<file path="src/rtl/cpuoag_pkg.sv">
// constants and types for the operand address generator
package cpuoag_pkg;

  localparam int ADDR_W    = 20;
  localparam int WORD_W    = 16;
  localparam int EXT_W     = 4;
  localparam int REG_N     = 16;
  localparam int REG_SEL_W = 4;

  // register numbers
  localparam logic [3:0] REG_PC = 4'h0;
  localparam logic [3:0] REG_SP = 4'h1;
  localparam logic [3:0] REG_SR = 4'h2;
  localparam logic [3:0] REG_CG = 4'h3;

  // opcode field positions
  localparam int OPC_HI    = 15;
  localparam int OPC_LO    = 12;
  localparam int SREG_HI   = 11;
  localparam int SREG_LO   = 8;
  localparam int AD_BIT    = 7;
  localparam int BW_BIT    = 6;
  localparam int AS_HI     = 5;
  localparam int AS_LO     = 4;
  localparam int DREG_HI   = 3;
  localparam int DREG_LO   = 0;

  // extension word fields
  localparam logic [4:0]  EXT_TAG    = 5'h03;
  localparam int          EXT_TAG_HI = 15;
  localparam int          EXT_TAG_LO = 11;
  localparam int          EXT_SRC_HI = 10;
  localparam int          EXT_SRC_LO = 7;
  localparam int          EXT_AL_BIT = 6;
  localparam int          EXT_DST_HI = 3;
  localparam int          EXT_DST_LO = 0;

  // double operand opcodes span 4 through f: 12 instructions
  localparam logic [3:0] OPC_FIRST2 = 4'h4;
  localparam int         BASE_INSN_N = 27;
  localparam logic [3:0] OPC_MOV    = 4'h4;

  // single operand / return encodings
  localparam logic [15:0] INSN_SRET  = 16'h4130;
  localparam logic [15:0] LRET_MASK  = 16'hf0ff;
  localparam logic [15:0] LRET_CODE  = 16'h0010;

  // increments
  localparam logic [19:0] INC_BYTE = 20'h00001;
  localparam logic [19:0] INC_WORD = 20'h00002;
  localparam logic [19:0] INC_ADDR = 20'h00004;

  localparam logic [19:0] RST_PC = 20'h00000;
  localparam logic [19:0] LOW64K_MASK = 20'h0ffff;

  typedef enum logic [1:0] {
    SZ_BYTE,
    SZ_WORD,
    SZ_ADDR
  } cpuoag_size_type;

  typedef enum logic [1:0] {
    AS_REG,
    AS_IDX,
    AS_IND,
    AS_INC
  } cpuoag_as_type;

endpackage

</file>
<file path="src/rtl/cpuoag_core.sv">
// operand address generation sequencer for a 20-bit core
`timescale 1ns/1ns
module cpuoag_core
  import cpuoag_pkg::*;
(
  // clock and reset
  input  wire logic        clock,
  input  wire logic        rstn,
  // memory bus
  output logic      [19:0] memAddr,
  output logic             memRead,
  input  wire logic [15:0] memData,
  input  wire logic        memReady,
  // operand results
  output logic      [19:0] srcAddr,
  output logic      [19:0] srcImm,
  output logic             srcIsImm,
  output logic      [19:0] dstAddr,
  output logic             dstIsMem,
  output logic             operandValid,
  output logic      [1:0]  opSize,
  output logic             illegalMode,
  // register file view
  output logic      [19:0] pcValue,
  input  wire logic [3:0]  regSel,
  output logic      [19:0] regValue
);

  typedef enum logic [2:0] {
    ST_FETCH,
    ST_SRCWORD,
    ST_DSTWORD,
    ST_RETWORD,
    ST_DONE
  } cpuoag_state_type;

  cpuoag_state_type state, next_state;
  logic [19:0] regs [REG_N];
  logic [19:0] next_regs [REG_N];
  logic [15:0] insn, next_insn;
  logic [15:0] extWord, next_extWord;
  logic        extValid, next_extValid;
  logic [19:0] next_memAddr;
  logic        next_memRead;
  logic [19:0] next_srcAddr, next_srcImm, next_dstAddr;
  logic        next_srcIsImm, next_dstIsMem, next_operandValid;
  logic [1:0]  next_opSize;
  logic        next_illegalMode;
  logic [19:0] next_regValue;
  logic [15:0] retLow, next_retLow;

  // decode of the latched instruction
  logic [3:0]  sReg, dReg;
  logic [1:0]  asMode;
  logic        adBit, bwBit, isExt, isDouble, cgConst;
  logic [19:0] incAmt;
  cpuoag_size_type size;
  logic [19:0] calcSrc, calcDst;
  logic [19:0] srcBaseReg;

  assign sReg     = insn[SREG_HI:SREG_LO];
  assign dReg     = insn[DREG_HI:DREG_LO];
  assign asMode   = insn[AS_HI:AS_LO];
  assign adBit    = insn[AD_BIT];
  assign bwBit    = insn[BW_BIT];
  assign isExt    = extValid;
  // the 12 base double-operand opcodes
  assign isDouble = insn[OPC_HI:OPC_LO] >= OPC_FIRST2;
  // cg, and sr in the two indirect modes, supply constants without an extra word
  assign cgConst  = (sReg == REG_CG) ||
                    (sReg == REG_SR && asMode[1]);

  always_comb begin
    // address-word when length bit low and byte bit high
    if (isExt && !extWord[EXT_AL_BIT] && bwBit) begin
      size   = SZ_ADDR;
      incAmt = INC_ADDR;
    end else if (bwBit) begin
      size   = SZ_BYTE;
      incAmt = INC_BYTE;
    end else begin
      size   = SZ_WORD;
      incAmt = INC_WORD;
    end
  end

  assign srcBaseReg = regs[sReg];

  // source: symbolic uses pc, absolute no base
  cpuoag_addr_calc u_src (
    .base     (srcBaseReg),
    .lowWord  (memData),
    .extBits  (extWord[EXT_SRC_HI:EXT_SRC_LO]),
    .useBase  (sReg != REG_SR),
    .extended (isExt),
    .addr     (calcSrc)
  );

  // destination base register already updated if shared
  cpuoag_addr_calc u_dst (
    .base     (regs[dReg]),
    .lowWord  (memData),
    .extBits  (extWord[EXT_DST_HI:EXT_DST_LO]),
    .useBase  (dReg != REG_SR),
    .extended (isExt),
    .addr     (calcDst)
  );

  always_comb begin
    next_state        = state;
    next_regs         = regs;
    next_insn         = insn;
    next_extWord      = extWord;
    next_extValid     = extValid;
    next_memAddr      = memAddr;
    next_memRead      = memRead;
    next_srcAddr      = srcAddr;
    next_srcImm       = srcImm;
    next_srcIsImm     = srcIsImm;
    next_dstAddr      = dstAddr;
    next_dstIsMem     = dstIsMem;
    next_operandValid = 1'b0;
    next_opSize       = opSize;
    next_illegalMode  = illegalMode;
    next_retLow       = retLow;
    next_regValue     = regs[regSel];
    unique case (state)
      ST_FETCH: begin
        next_memAddr = regs[REG_PC];
        next_memRead = 1'b1;
        if (memRead && memReady) begin
          next_regs[REG_PC] = regs[REG_PC] + INC_WORD;
          next_memAddr      = regs[REG_PC] + INC_WORD;
          if (memData[EXT_TAG_HI:EXT_TAG_LO] == EXT_TAG && !extValid) begin
            // extension word must precede the extended form
            next_extWord  = memData;
            next_extValid = 1'b1;
          end else begin
            next_insn    = memData;
            next_state   = ST_SRCWORD;
            next_memRead = 1'b0;
          end
        end
      end
      ST_SRCWORD: begin
        next_opSize      = size;
        next_illegalMode = 1'b0;
        // returns first: the short form sits in the mov opcode space
        if ((insn & LRET_MASK) == LRET_CODE || insn == INSN_SRET) begin
          // return pops from stack; short form truncated
          next_memAddr = regs[REG_SP];
          next_memRead = 1'b1;
          next_state   = ST_RETWORD;
        end else if (!isDouble) begin
          next_state = ST_DONE;
        end else begin
          next_srcIsImm    = 1'b0;
          unique case (asMode)
            AS_REG: begin
              if (sReg == REG_CG) next_srcIsImm = 1'b1;
              next_srcAddr = srcBaseReg;
              next_state   = ST_DSTWORD;
            end
            AS_IND: begin
              // register content is the address, not modified
              next_srcAddr  = srcBaseReg;
              next_srcIsImm = cgConst;
              next_state    = ST_DSTWORD;
            end
            AS_INC: begin
              if (cgConst) begin
                next_srcIsImm = 1'b1;
                next_state    = ST_DSTWORD;
              end else if (sReg == REG_PC) begin
                // immediate through pc, always +2
                next_memRead = 1'b1;
                if (memRead && memReady) begin
                  next_regs[REG_PC] = regs[REG_PC] + INC_WORD;
                  next_memAddr      = regs[REG_PC] + INC_WORD;
                  next_srcIsImm     = 1'b1;
                  // base 16-bit, extended 20-bit constant
                  next_srcImm = isExt ?
                    {extWord[EXT_SRC_HI:EXT_SRC_LO], memData} :
                    {4'h0, memData};
                  next_memRead = 1'b0;
                  next_state   = ST_DSTWORD;
                end
              end else begin
                // fetch at old value then step
                next_srcAddr     = srcBaseReg;
                next_regs[sReg]  = srcBaseReg + incAmt;
                next_state       = ST_DSTWORD;
              end
            end
            default: begin
              if (sReg == REG_CG) begin
                next_srcIsImm = 1'b1;
                next_state    = ST_DSTWORD;
              end else begin
                // appended source word
                next_memRead = 1'b1;
                if (memRead && memReady) begin
                  next_regs[REG_PC] = regs[REG_PC] + INC_WORD;
                  next_memAddr      = regs[REG_PC] + INC_WORD;
                  // extended symbolic: pc of index word
                  // base symbolic low 64k, extended full
                  next_srcAddr = (!isExt && sReg == REG_PC) ?
                                 (calcSrc & LOW64K_MASK) : calcSrc;
                  next_memRead = 1'b0;
                  next_state   = ST_DSTWORD;
                end
              end
            end
          endcase
        end
      end
      ST_DSTWORD: begin
        // destination has only register or indexed forms
        next_dstIsMem = adBit;
        if (!adBit) begin
          next_dstAddr = regs[dReg];
          next_state   = ST_DONE;
        end else begin
          next_memRead = 1'b1;
          if (memRead && memReady) begin
            next_regs[REG_PC] = regs[REG_PC] + INC_WORD;
            next_memAddr      = regs[REG_PC] + INC_WORD;
            next_dstAddr = (!isExt && dReg == REG_PC) ?
                           (calcDst & LOW64K_MASK) : calcDst;
            next_memRead = 1'b0;
            next_state   = ST_DONE;
          end
        end
      end
      ST_RETWORD: begin
        if (memRead && memReady) begin
          if (insn == INSN_SRET) begin
            next_regs[REG_PC] = {4'h0, memData};
            next_regs[REG_SP] = regs[REG_SP] + INC_WORD;
            next_memRead      = 1'b0;
            next_state        = ST_DONE;
          end else begin
            next_retLow  = memData;
            next_memAddr = regs[REG_SP] + INC_WORD;
            next_regs[REG_SP] = regs[REG_SP] + INC_WORD;
            next_insn    = INSN_SRET ^ LRET_MASK;
            next_state   = ST_RETWORD;
            if (insn == (INSN_SRET ^ LRET_MASK)) begin
              next_regs[REG_PC] = {memData[3:0], retLow};
              next_memRead      = 1'b0;
              next_state        = ST_DONE;
            end
          end
        end
      end
      ST_DONE: begin
        next_operandValid = 1'b1;
        next_extValid     = 1'b0;
        next_state        = ST_FETCH;
      end
      default: next_state = ST_FETCH;
    endcase
  end

  always_ff @(posedge clock or negedge rstn) begin
    if (!rstn) begin
      state        <= ST_FETCH;
      for (int i = 0; i < REG_N; i++) regs[i] <= RST_PC;
      insn         <= 16'h0000;
      extWord      <= 16'h0000;
      extValid     <= 1'b0;
      memAddr      <= RST_PC;
      memRead      <= 1'b0;
      srcAddr      <= 20'h00000;
      srcImm       <= 20'h00000;
      srcIsImm     <= 1'b0;
      dstAddr      <= 20'h00000;
      dstIsMem     <= 1'b0;
      operandValid <= 1'b0;
      opSize       <= 2'h0;
      illegalMode  <= 1'b0;
      retLow       <= 16'h0000;
      regValue     <= 20'h00000;
      pcValue      <= RST_PC;
    end else begin
      state        <= next_state;
      regs         <= next_regs;
      insn         <= next_insn;
      extWord      <= next_extWord;
      extValid     <= next_extValid;
      memAddr      <= next_memAddr;
      memRead      <= next_memRead;
      srcAddr      <= next_srcAddr;
      srcImm       <= next_srcImm;
      srcIsImm     <= next_srcIsImm;
      dstAddr      <= next_dstAddr;
      dstIsMem     <= next_dstIsMem;
      operandValid <= next_operandValid;
      opSize       <= next_opSize;
      illegalMode  <= next_illegalMode;
      retLow       <= next_retLow;
      regValue     <= next_regValue;
      pcValue      <= next_regs[REG_PC];
    end
  end

endmodule

</file>
<file path="src/rtl/cpuoag_addr_calc.sv">
// combinational operand address former
`timescale 1ns/1ns
module cpuoag_addr_calc
  import cpuoag_pkg::*;
(
  // inputs
  input  wire logic [19:0] base,
  input  wire logic [15:0] lowWord,
  input  wire logic [3:0]  extBits,
  input  wire logic        useBase,
  input  wire logic        extended,
  // result
  output logic      [19:0] addr
);

  logic [19:0] index;

  always_comb begin
    if (extended) begin
      index = {extBits, lowWord};
    end else begin
      index = {{EXT_W{lowWord[WORD_W-1]}}, lowWord};
    end
    if (!useBase) begin
      // absolute: base form stays in low 64k
      addr = extended ? index : {4'h0, lowWord};
    end else begin
      // carry out of bit 19 dropped
      addr = base + index;
    end
  end

endmodule

</file>
<file path="config.mk">
export PLATFORM = sky130hd
export DESIGN_NAME = cpuoag_core
export DESIGN_NICKNAME = d
export VERILOG_FILES = /design/src/rtl/cpuoag_pkg.sv /design/src/rtl/cpuoag_core.sv /design/src/rtl/cpuoag_addr_calc.sv
export SDC_FILE = /design/constraint.sdc
export NUM_CORES = 1
export LEC_CHECK = 0
export BUFFER_PORTS_ARGS = -buffer_cell sky130_fd_sc_hd__clkbuf_2
export CAP_MARGIN = 20
export CELL_PAD_IN_SITES_DETAIL_PLACEMENT = 0
export CELL_PAD_IN_SITES_GLOBAL_PLACEMENT = 2
export CORE_MARGIN = 1
export CORE_UTILIZATION = 46
export DETAILED_ROUTE_END_ITERATION = 10
export MAX_ROUTING_LAYER = met4
export PLACE_DENSITY = 0.95
export SYNTH_ARGS = -nofsm -noshare
export SYNTH_HDL_FRONTEND = slang
export SYNTH_HIERARCHICAL = 1
export SYNTH_SLANG_ARGS = --single-unit
</file>
<file path="constraint.sdc">
create_clock -name clock -period 9.81 [get_ports clock]
set_clock_uncertainty 0.15 [all_clocks]
set_input_delay 1.962 -clock clock [delete_from_list [all_inputs] [get_ports clock]]
set_output_delay 1.962 -clock clock [all_outputs]
set_load 0.005 [all_outputs]
</file>
## Word-level counts from Yosys, hierarchy flattened

Cells that the tools add are included.

| cells by class | value |
|---|---|
| add/subtract/negate cells | 5 |
| order comparisons | 5 |
| eq/ne operators | 39 |
| muxes and demuxes | 101 |
| bitwise operators | 7 |
| reduce and logical (&&, ||, !) cells | 36 |

Operators with widths:

| kind | number |
|---|---|
| 320-bit 2-to-1 mux | 3 |
| 20-bit 2-to-1 mux | 37 |
| 300-bit 2-to-1 mux | 2 |
| 320-bit bitwise mux | 1 |
| 20-bit binary-select mux with 4-bit select | 3 |
| 20-bit case mux with 2 select lines | 4 |
| 20-bit case mux with 4 select lines | 2 |
| 20-bit demux with 4-bit select | 1 |
| 40-bit 2-to-1 mux | 2 |
| 16-bit 2-to-1 mux | 4 |
| 20-bit adder | 3 |
| 20-bit by 2-bit adder with 20-bit output (second input constant) | 2 |
| 3-bit 2-to-1 mux | 13 |
| 16-bit case mux with 2 select lines | 1 |
| 9-bit AND reduction | 3 |
| 2-bit != test (second input constant) | 13 |
| 7-bit AND reduction | 3 |
| 1-bit 2-to-1 mux | 20 |
| 16-bit by 15-bit equality test with 1-bit output (second input constant) | 1 |
| 16-bit equality test (second input constant) | 1 |
| 5-bit >= comparator (second input constant) | 3 |
| 3-bit != test (second input constant) | 5 |
| 4-bit inverter with 5-bit output | 3 |
| 12-bit by 5-bit equality test with 1-bit output (second input constant) | 1 |
| other kinds (34) | 62 |

| word-level totals | value |
|---|---|
| flip-flop bits (word level) | 473 |
| input bits | 23 |
| output and inout port bits | 127 |
| logic and storage cells | 224 |

## Logic depth before layout (Yosys ltp)

| logic depth | value |
|---|---|
| depth in word-level cells | 12 |
| gate-level depth with buffers | 19 |
| gate-level depth less buffers | 15 |

## Hierarchy

Netlist, hierarchy kept.

By module, submodules not included:

| module | instances | cells an instance | area an instance (um^2) |
|---|---|---|---|
| cpuoag_core | 1 | 2277 | 26984.6 |
| cpuoag_addr_calc at u_dst | 1 | 170 | 1280.0 |
| cpuoag_addr_calc at u_src | 1 | 168 | 1247.4 |

## Worst setup path before layout

OpenSTA, ideal clock, no wires.

| timing | value |
|---|---|
| path type | register -> register |
| start | register insn[0] |
| end | register dstAddr[16] |
| arrival time | 4.467 ns |
| required time | 9.527 ns |
| slack | 5.060 ns |
| stages on the path, launching flop included | 15 |
| buffers on the path | 2 |
| clock period less this slack | 4.750 ns |
| cell sequence | dfrtp_1 > clkbuf_1 > buf_1 > mux4_2 > mux4_2 > ha_1 > a21o_1 > or3_2 > o21ai_2 > a21oi_2 > a211o_1 > and4b_1 > or3_1 > a22oi_1 > o21ai_0 |

| between the ends | value |
|---|---|
| word-level cells in the longest chain between the ends | 9 |
| elaborated cells on any way between the ends | 12 |
| those cells by class | 1 x add/sub; 1 x eq/ne; 7 x mux; 1 x bitwise; 2 x reduce/logical |

Ends and longest elaborated chain:

| what | line | source |
|---|---|---|
| from (decl) | cpuoag_core.sv:40 | `logic [15:0] insn, next_insn;` |
| from (signal assigned) | cpuoag_core.sv:288 | `insn <= next_insn;` |
| 4-bit inverter with 5-bit output (not written as such) | cpuoag_core.sv:101 | `.base (regs[dReg]),` |
| 20-bit binary-select mux with 4-bit select | cpuoag_core.sv:101 |  |
| 20-bit 2-to-1 mux (not written as such) (2 in series) | cpuoag_core.sv:101 |  |
| 20-bit adder | cpuoag_addr_calc.sv:29 | `addr = base + index;` |
| 20-bit 2-to-1 mux * | cpuoag_addr_calc.sv:24 | `if (!useBase) begin` |
| net calcDst[16] | cpuoag_core.sv:58 | `logic [19:0] calcSrc, calcDst;` |
| 20-bit 2-to-1 mux * | cpuoag_core.sv:228 | `next_dstAddr = (!isExt && dReg == REG_PC) ?` |
| 20-bit 2-to-1 mux * | cpuoag_core.sv:225 | `if (memRead && memReady) begin` |
| 20-bit 2-to-1 mux * | cpuoag_core.sv:220 | `if (!adBit) begin` |
| to (signal assigned) | cpuoag_core.sv:296 | `dstAddr <= next_dstAddr;` |
| to (decl) | cpuoag_core.sv:18 | `output logic [19:0] dstAddr,` |

The timed path passes the listed nets; every way through them passes the cells marked *. The select of a mux whose other input is x is not followed.
A chain may end at the register's enable or synchronous reset.

## Final worst setup path

| timing | value |
|---|---|
| start | register insn[0] |
| end | register dstAddr[19] |

The elaborated chain is that of the path after synthesis.

==> impl_metrics.py <==
metrics = {
    "run_status": {
        "outcome": "finished clean",
    },
    "detailed_routing": {
        "post_drt_wl_per_cell_um": 29.6,
        "drc_errors": 0,
        "dr.pass1.iters": 5,
        "ant_nets": 0,
        "avgViaCountPerCell": 6.71,
        "met1Wirelength_mm": 40.3,
        "dr_wl_met3_mm": 10.1,
        "routed-wl-met2_mm": 47.7,
        "routed_wl_mm": 104,
        "topRoutingLayerUsed": "met4",
        "via_count": 23600,
        "first_iter_violations": 2665,
    },
    "critical_path": {
        "crit_arrival_ns": 5.87,
        "critical-path-max-stage-delay_ns": 1.00,
        "cp-end-kind": "flip-flop",
        "slowest_stage": "dfrtp_4",
        "path_cells": "buf_4, mux4_2, mux4_2, ha_1, and2_1, nand2_1, nor2_1, nand3_1, o211a_4, xor2_4, o211a_1, a311o_1, a22oi_1, o21ai_0",
        "start_kind": "flip-flop",
        "criticalPathCategory": "reg -> reg",
        "crit_required_ns": 10.16,
        "crit_top_cell": "mux4_2",
        "path_max_fanout": 43,
    },
    "clock_network": {
        "worstSkewPairLatency_ns": 0.63,
        "cts_setup_buffers": 0,
        "cts_buffers": 52,
        "clockRootBuffer": "clkbuf_16",
        "cts_tree": "yes",
        "cts_max_level": 2,
        "cts_resized": 0,
        "cts.clk_slew.worst_paths_ns": 0.06,
        "clk_path_buf_depth": 3,
        "clock_sinks": 471,
        "holdBufCountCts": 0,
    },
    "floorplanning": {
        "core_um2": 63200,
        "dieHeight_um": 255,
        "dieArea_um2": 65200,
        "die_x_um": 255,
        "rows": 92,
        "start_util_pct": 46.7,
        "io_pins": 150,
    },
    "synth": {
        "netlist_area_um2": 29500,
        "synth.distinct_cells": 101,
        "ys_ff_latch": 471,
        "synth_compound_area_share_pct": 13.7,
        "synth_edf_count": 0,
        "syn-num-nets": 2684,
        "synth_xor_area_share_pct": 2.20,
        "async_reset_ff_share_pct": 100,
        "muxShareOfSynthArea_pct": 27.3,
        "synthAdderAreaFrac_pct": 2.03,
        "ys_seq_area_share_pct": 39.9,
        "avgSynthCellArea_um2": 11.3,
        "synth_top_family_by_area": "multiplexers",
        "synth-main-ff-cell": "dfrtp_1",
        "synthCells": 2615,
        "ys_warn_count": 6,
        "synth_simple_gate_area_share_pct": 10.2,
        "synth.top_cell.area_share_pct": 39.9,
        "ys_top_cells_by_area": "dfrtp_1, mux4_2, o21ai_0, nand2_1, mux2_2",
        "yosys.area.top_type": "dfrtp_1",
    },
    "finish": {
        "layout_commonest_cell": "dfrtp_1",
        "fin_nets": 2688,
        "syn2layout_area_growth_pct": 11.1,
        "final_cell_mix": "dfrtp_1, nand2_1, mux4_2",
        "multi_input_area_um2": 16400,
        "design_area_um2": 32800,
        "drive_gt1_share_pct": 28.7,
        "register_area_um2": 11800,
        "fill_cells": 5475,
    },
    "job": {
        "drv_cap": 0,
    },
    "sta": {
        "period_share_pct": 56.2,
        "slew_headroom_pct": 22.6,
        "setup_viol": 0,
        "grt_setup_unrepaired": "no",
        "hold_viol": 0,
        "fmaxAchievable_mhz": 181,
        "maxSlewViolCount": 0,
        "fin_crit_ns": 5.52,
        "finalSetupTns_ns": 0,
        "max_slew.worst_pin.slew_ns": 1.16,
        "holdWs_ns": 0.262,
    },
    "pwr": {
        "p_sw_share_pct": 40.0,
        "p_leak_uw": 0.0142,
        "p_switching_uw": 3280,
        "peakVddDrop_mv": 0.157,
        "power_frac_comb_pct": 37.7,
        "intPower_uw": 4930,
        "fin_total_pwr_uw": 8210,
        "pwr-share-seq_pct": 34.3,
        "powerDensity_nw_per_um2": 250,
        "clkPwrFrac_pct": 28.0,
    },
    "placement": {
        "dp_hpwl_mm": 70.9,
        "dpl_cell_area_um2": 30700,
        "portBuffers": 148,
        "place_congestion": 0.951,
    },
    "hold_path": {
        "hp-class": "reg -> reg",
    },
    "global_routing": {
        "antenna_found_initial": 5,
        "grt_pass1_wl_mm": 154,
        "grt_pass1_vias": 23200,
        "overflow": 0,
        "grt_max_degree": 157,
        "gr-usage-all-layers_pct": 33.3,
    },
}
-- synth_stat cells, drive strengths merged (43+ instances only) --
| library cell | instances |
|---|---|
| dfrtp | 471 |
| mux2i | 57 |
| nand2 | 302 |
| ha | 43 |
| mux4 | 283 |
| buf | 110 |
| o21ai | 289 |
| nor2 | 136 |
| a21oi | 123 |
| mux2 | 99 |
| clkbuf | 160 |
| nand3 | 50 |
-- per-stage QoR --
| stage | setup WS, ns | utilization, % | cells |
|---|---|---|---|
| 6_report | 4.29 | 51.9 | 3513 |
| 4_1_cts | 4.28 | 51.8 | 3502 |
| 2_1_floorplan | 5.06 | - | 2615 |
| 3_3_place_gp | 4.32 | 48.4 | 3397 |
| 3_5_place_dp | 4.28 | 48.6 | 3404 |
| 5_1_grt | 3.89 | 51.9 | 3513 |
-- logic make-up after synthesis --
| family | Yosys count |
|---|---|
| flops | 471 |
| fa+ha+maj | 46 |
| other cells | 1 |
| mux | 439 |
| compound gates | 650 |
| xor+xnor | 71 |
| simple gates | 638 |
| buf+inv | 299 |
-- routing by layer --
metal | up-vias | track usage (%)
li1 | 9847 | -
met1 | 12000 | 42.3
met2 | 1372 | 50.1
met3 | 329 | 7.82
met4 | 0 | 16.5
met5 | - | -
-- power by group through the flow --
stage	logic (uW)	clock network (uW)	registers, uW
floorplan	2300	0	2460
global placement	2990	0	2810
detailed placement	3040	0	2830
CTS	3050	2320	2800
global route	3300	2390	2860
finish	3100	2300	2810
-- final cells by class --
class                      instances  share of cell area (%)
multi-input combinational       1845                    50.0
sequential                       471                    36.0
clock buffer                      65                    4.52
timing repair buffer             220                    4.22
tap                              846                    3.23
clock inverter                    33                    1.64
inverter                          29                   0.332
antenna                            4                  0.0305
-- sequential cells by signal (all words and copies together), names as in the netlist --
name / count
dstAddr: 20
dstIsMem: 1
extValid: 1
extWord: 9
insn: 16
memAddr: 20
memRead: 1
opSize: 2
operandValid: 1
regValue: 20
regs: 320
retLow: 16
srcAddr: 20
srcImm: 20
srcIsImm: 1
state: 3
-- worst max-delay path, delay by kind of cell (launching register included) --
| family | cells | cell delay [ns] |
|---|---|---|
| buf+inv | 1 | 0.78 |
| compound gates | 5 | 1.05 |
| xor+xnor | 1 | 0.16 |
| simple gates | 4 | 0.56 |
| fa+ha+maj | 1 | 0.42 |
| mux | 2 | 1.19 |
| flops | 1 | 1.00 |
-- final timing paths --
path | startpoint | cells past startpoint | slack [ns] | to
min in group asynchronous | rstn | 1 | 1.22 | retLow[4]
worst max register to register | insn[0] | 14 | 4.29 | dstAddr[19]
worst max-delay path | insn[0] | 14 | 4.29 | dstAddr[19]
max in group asynchronous | rstn | 2 | 6.89 | regs[72]
worst min-delay path | regs[266] | 0 | 0.26 | regs[266]
worst min register to register | regs[266] | 0 | 0.26 | regs[266]
No activity file was read; power rests on OpenSTA's default activity.
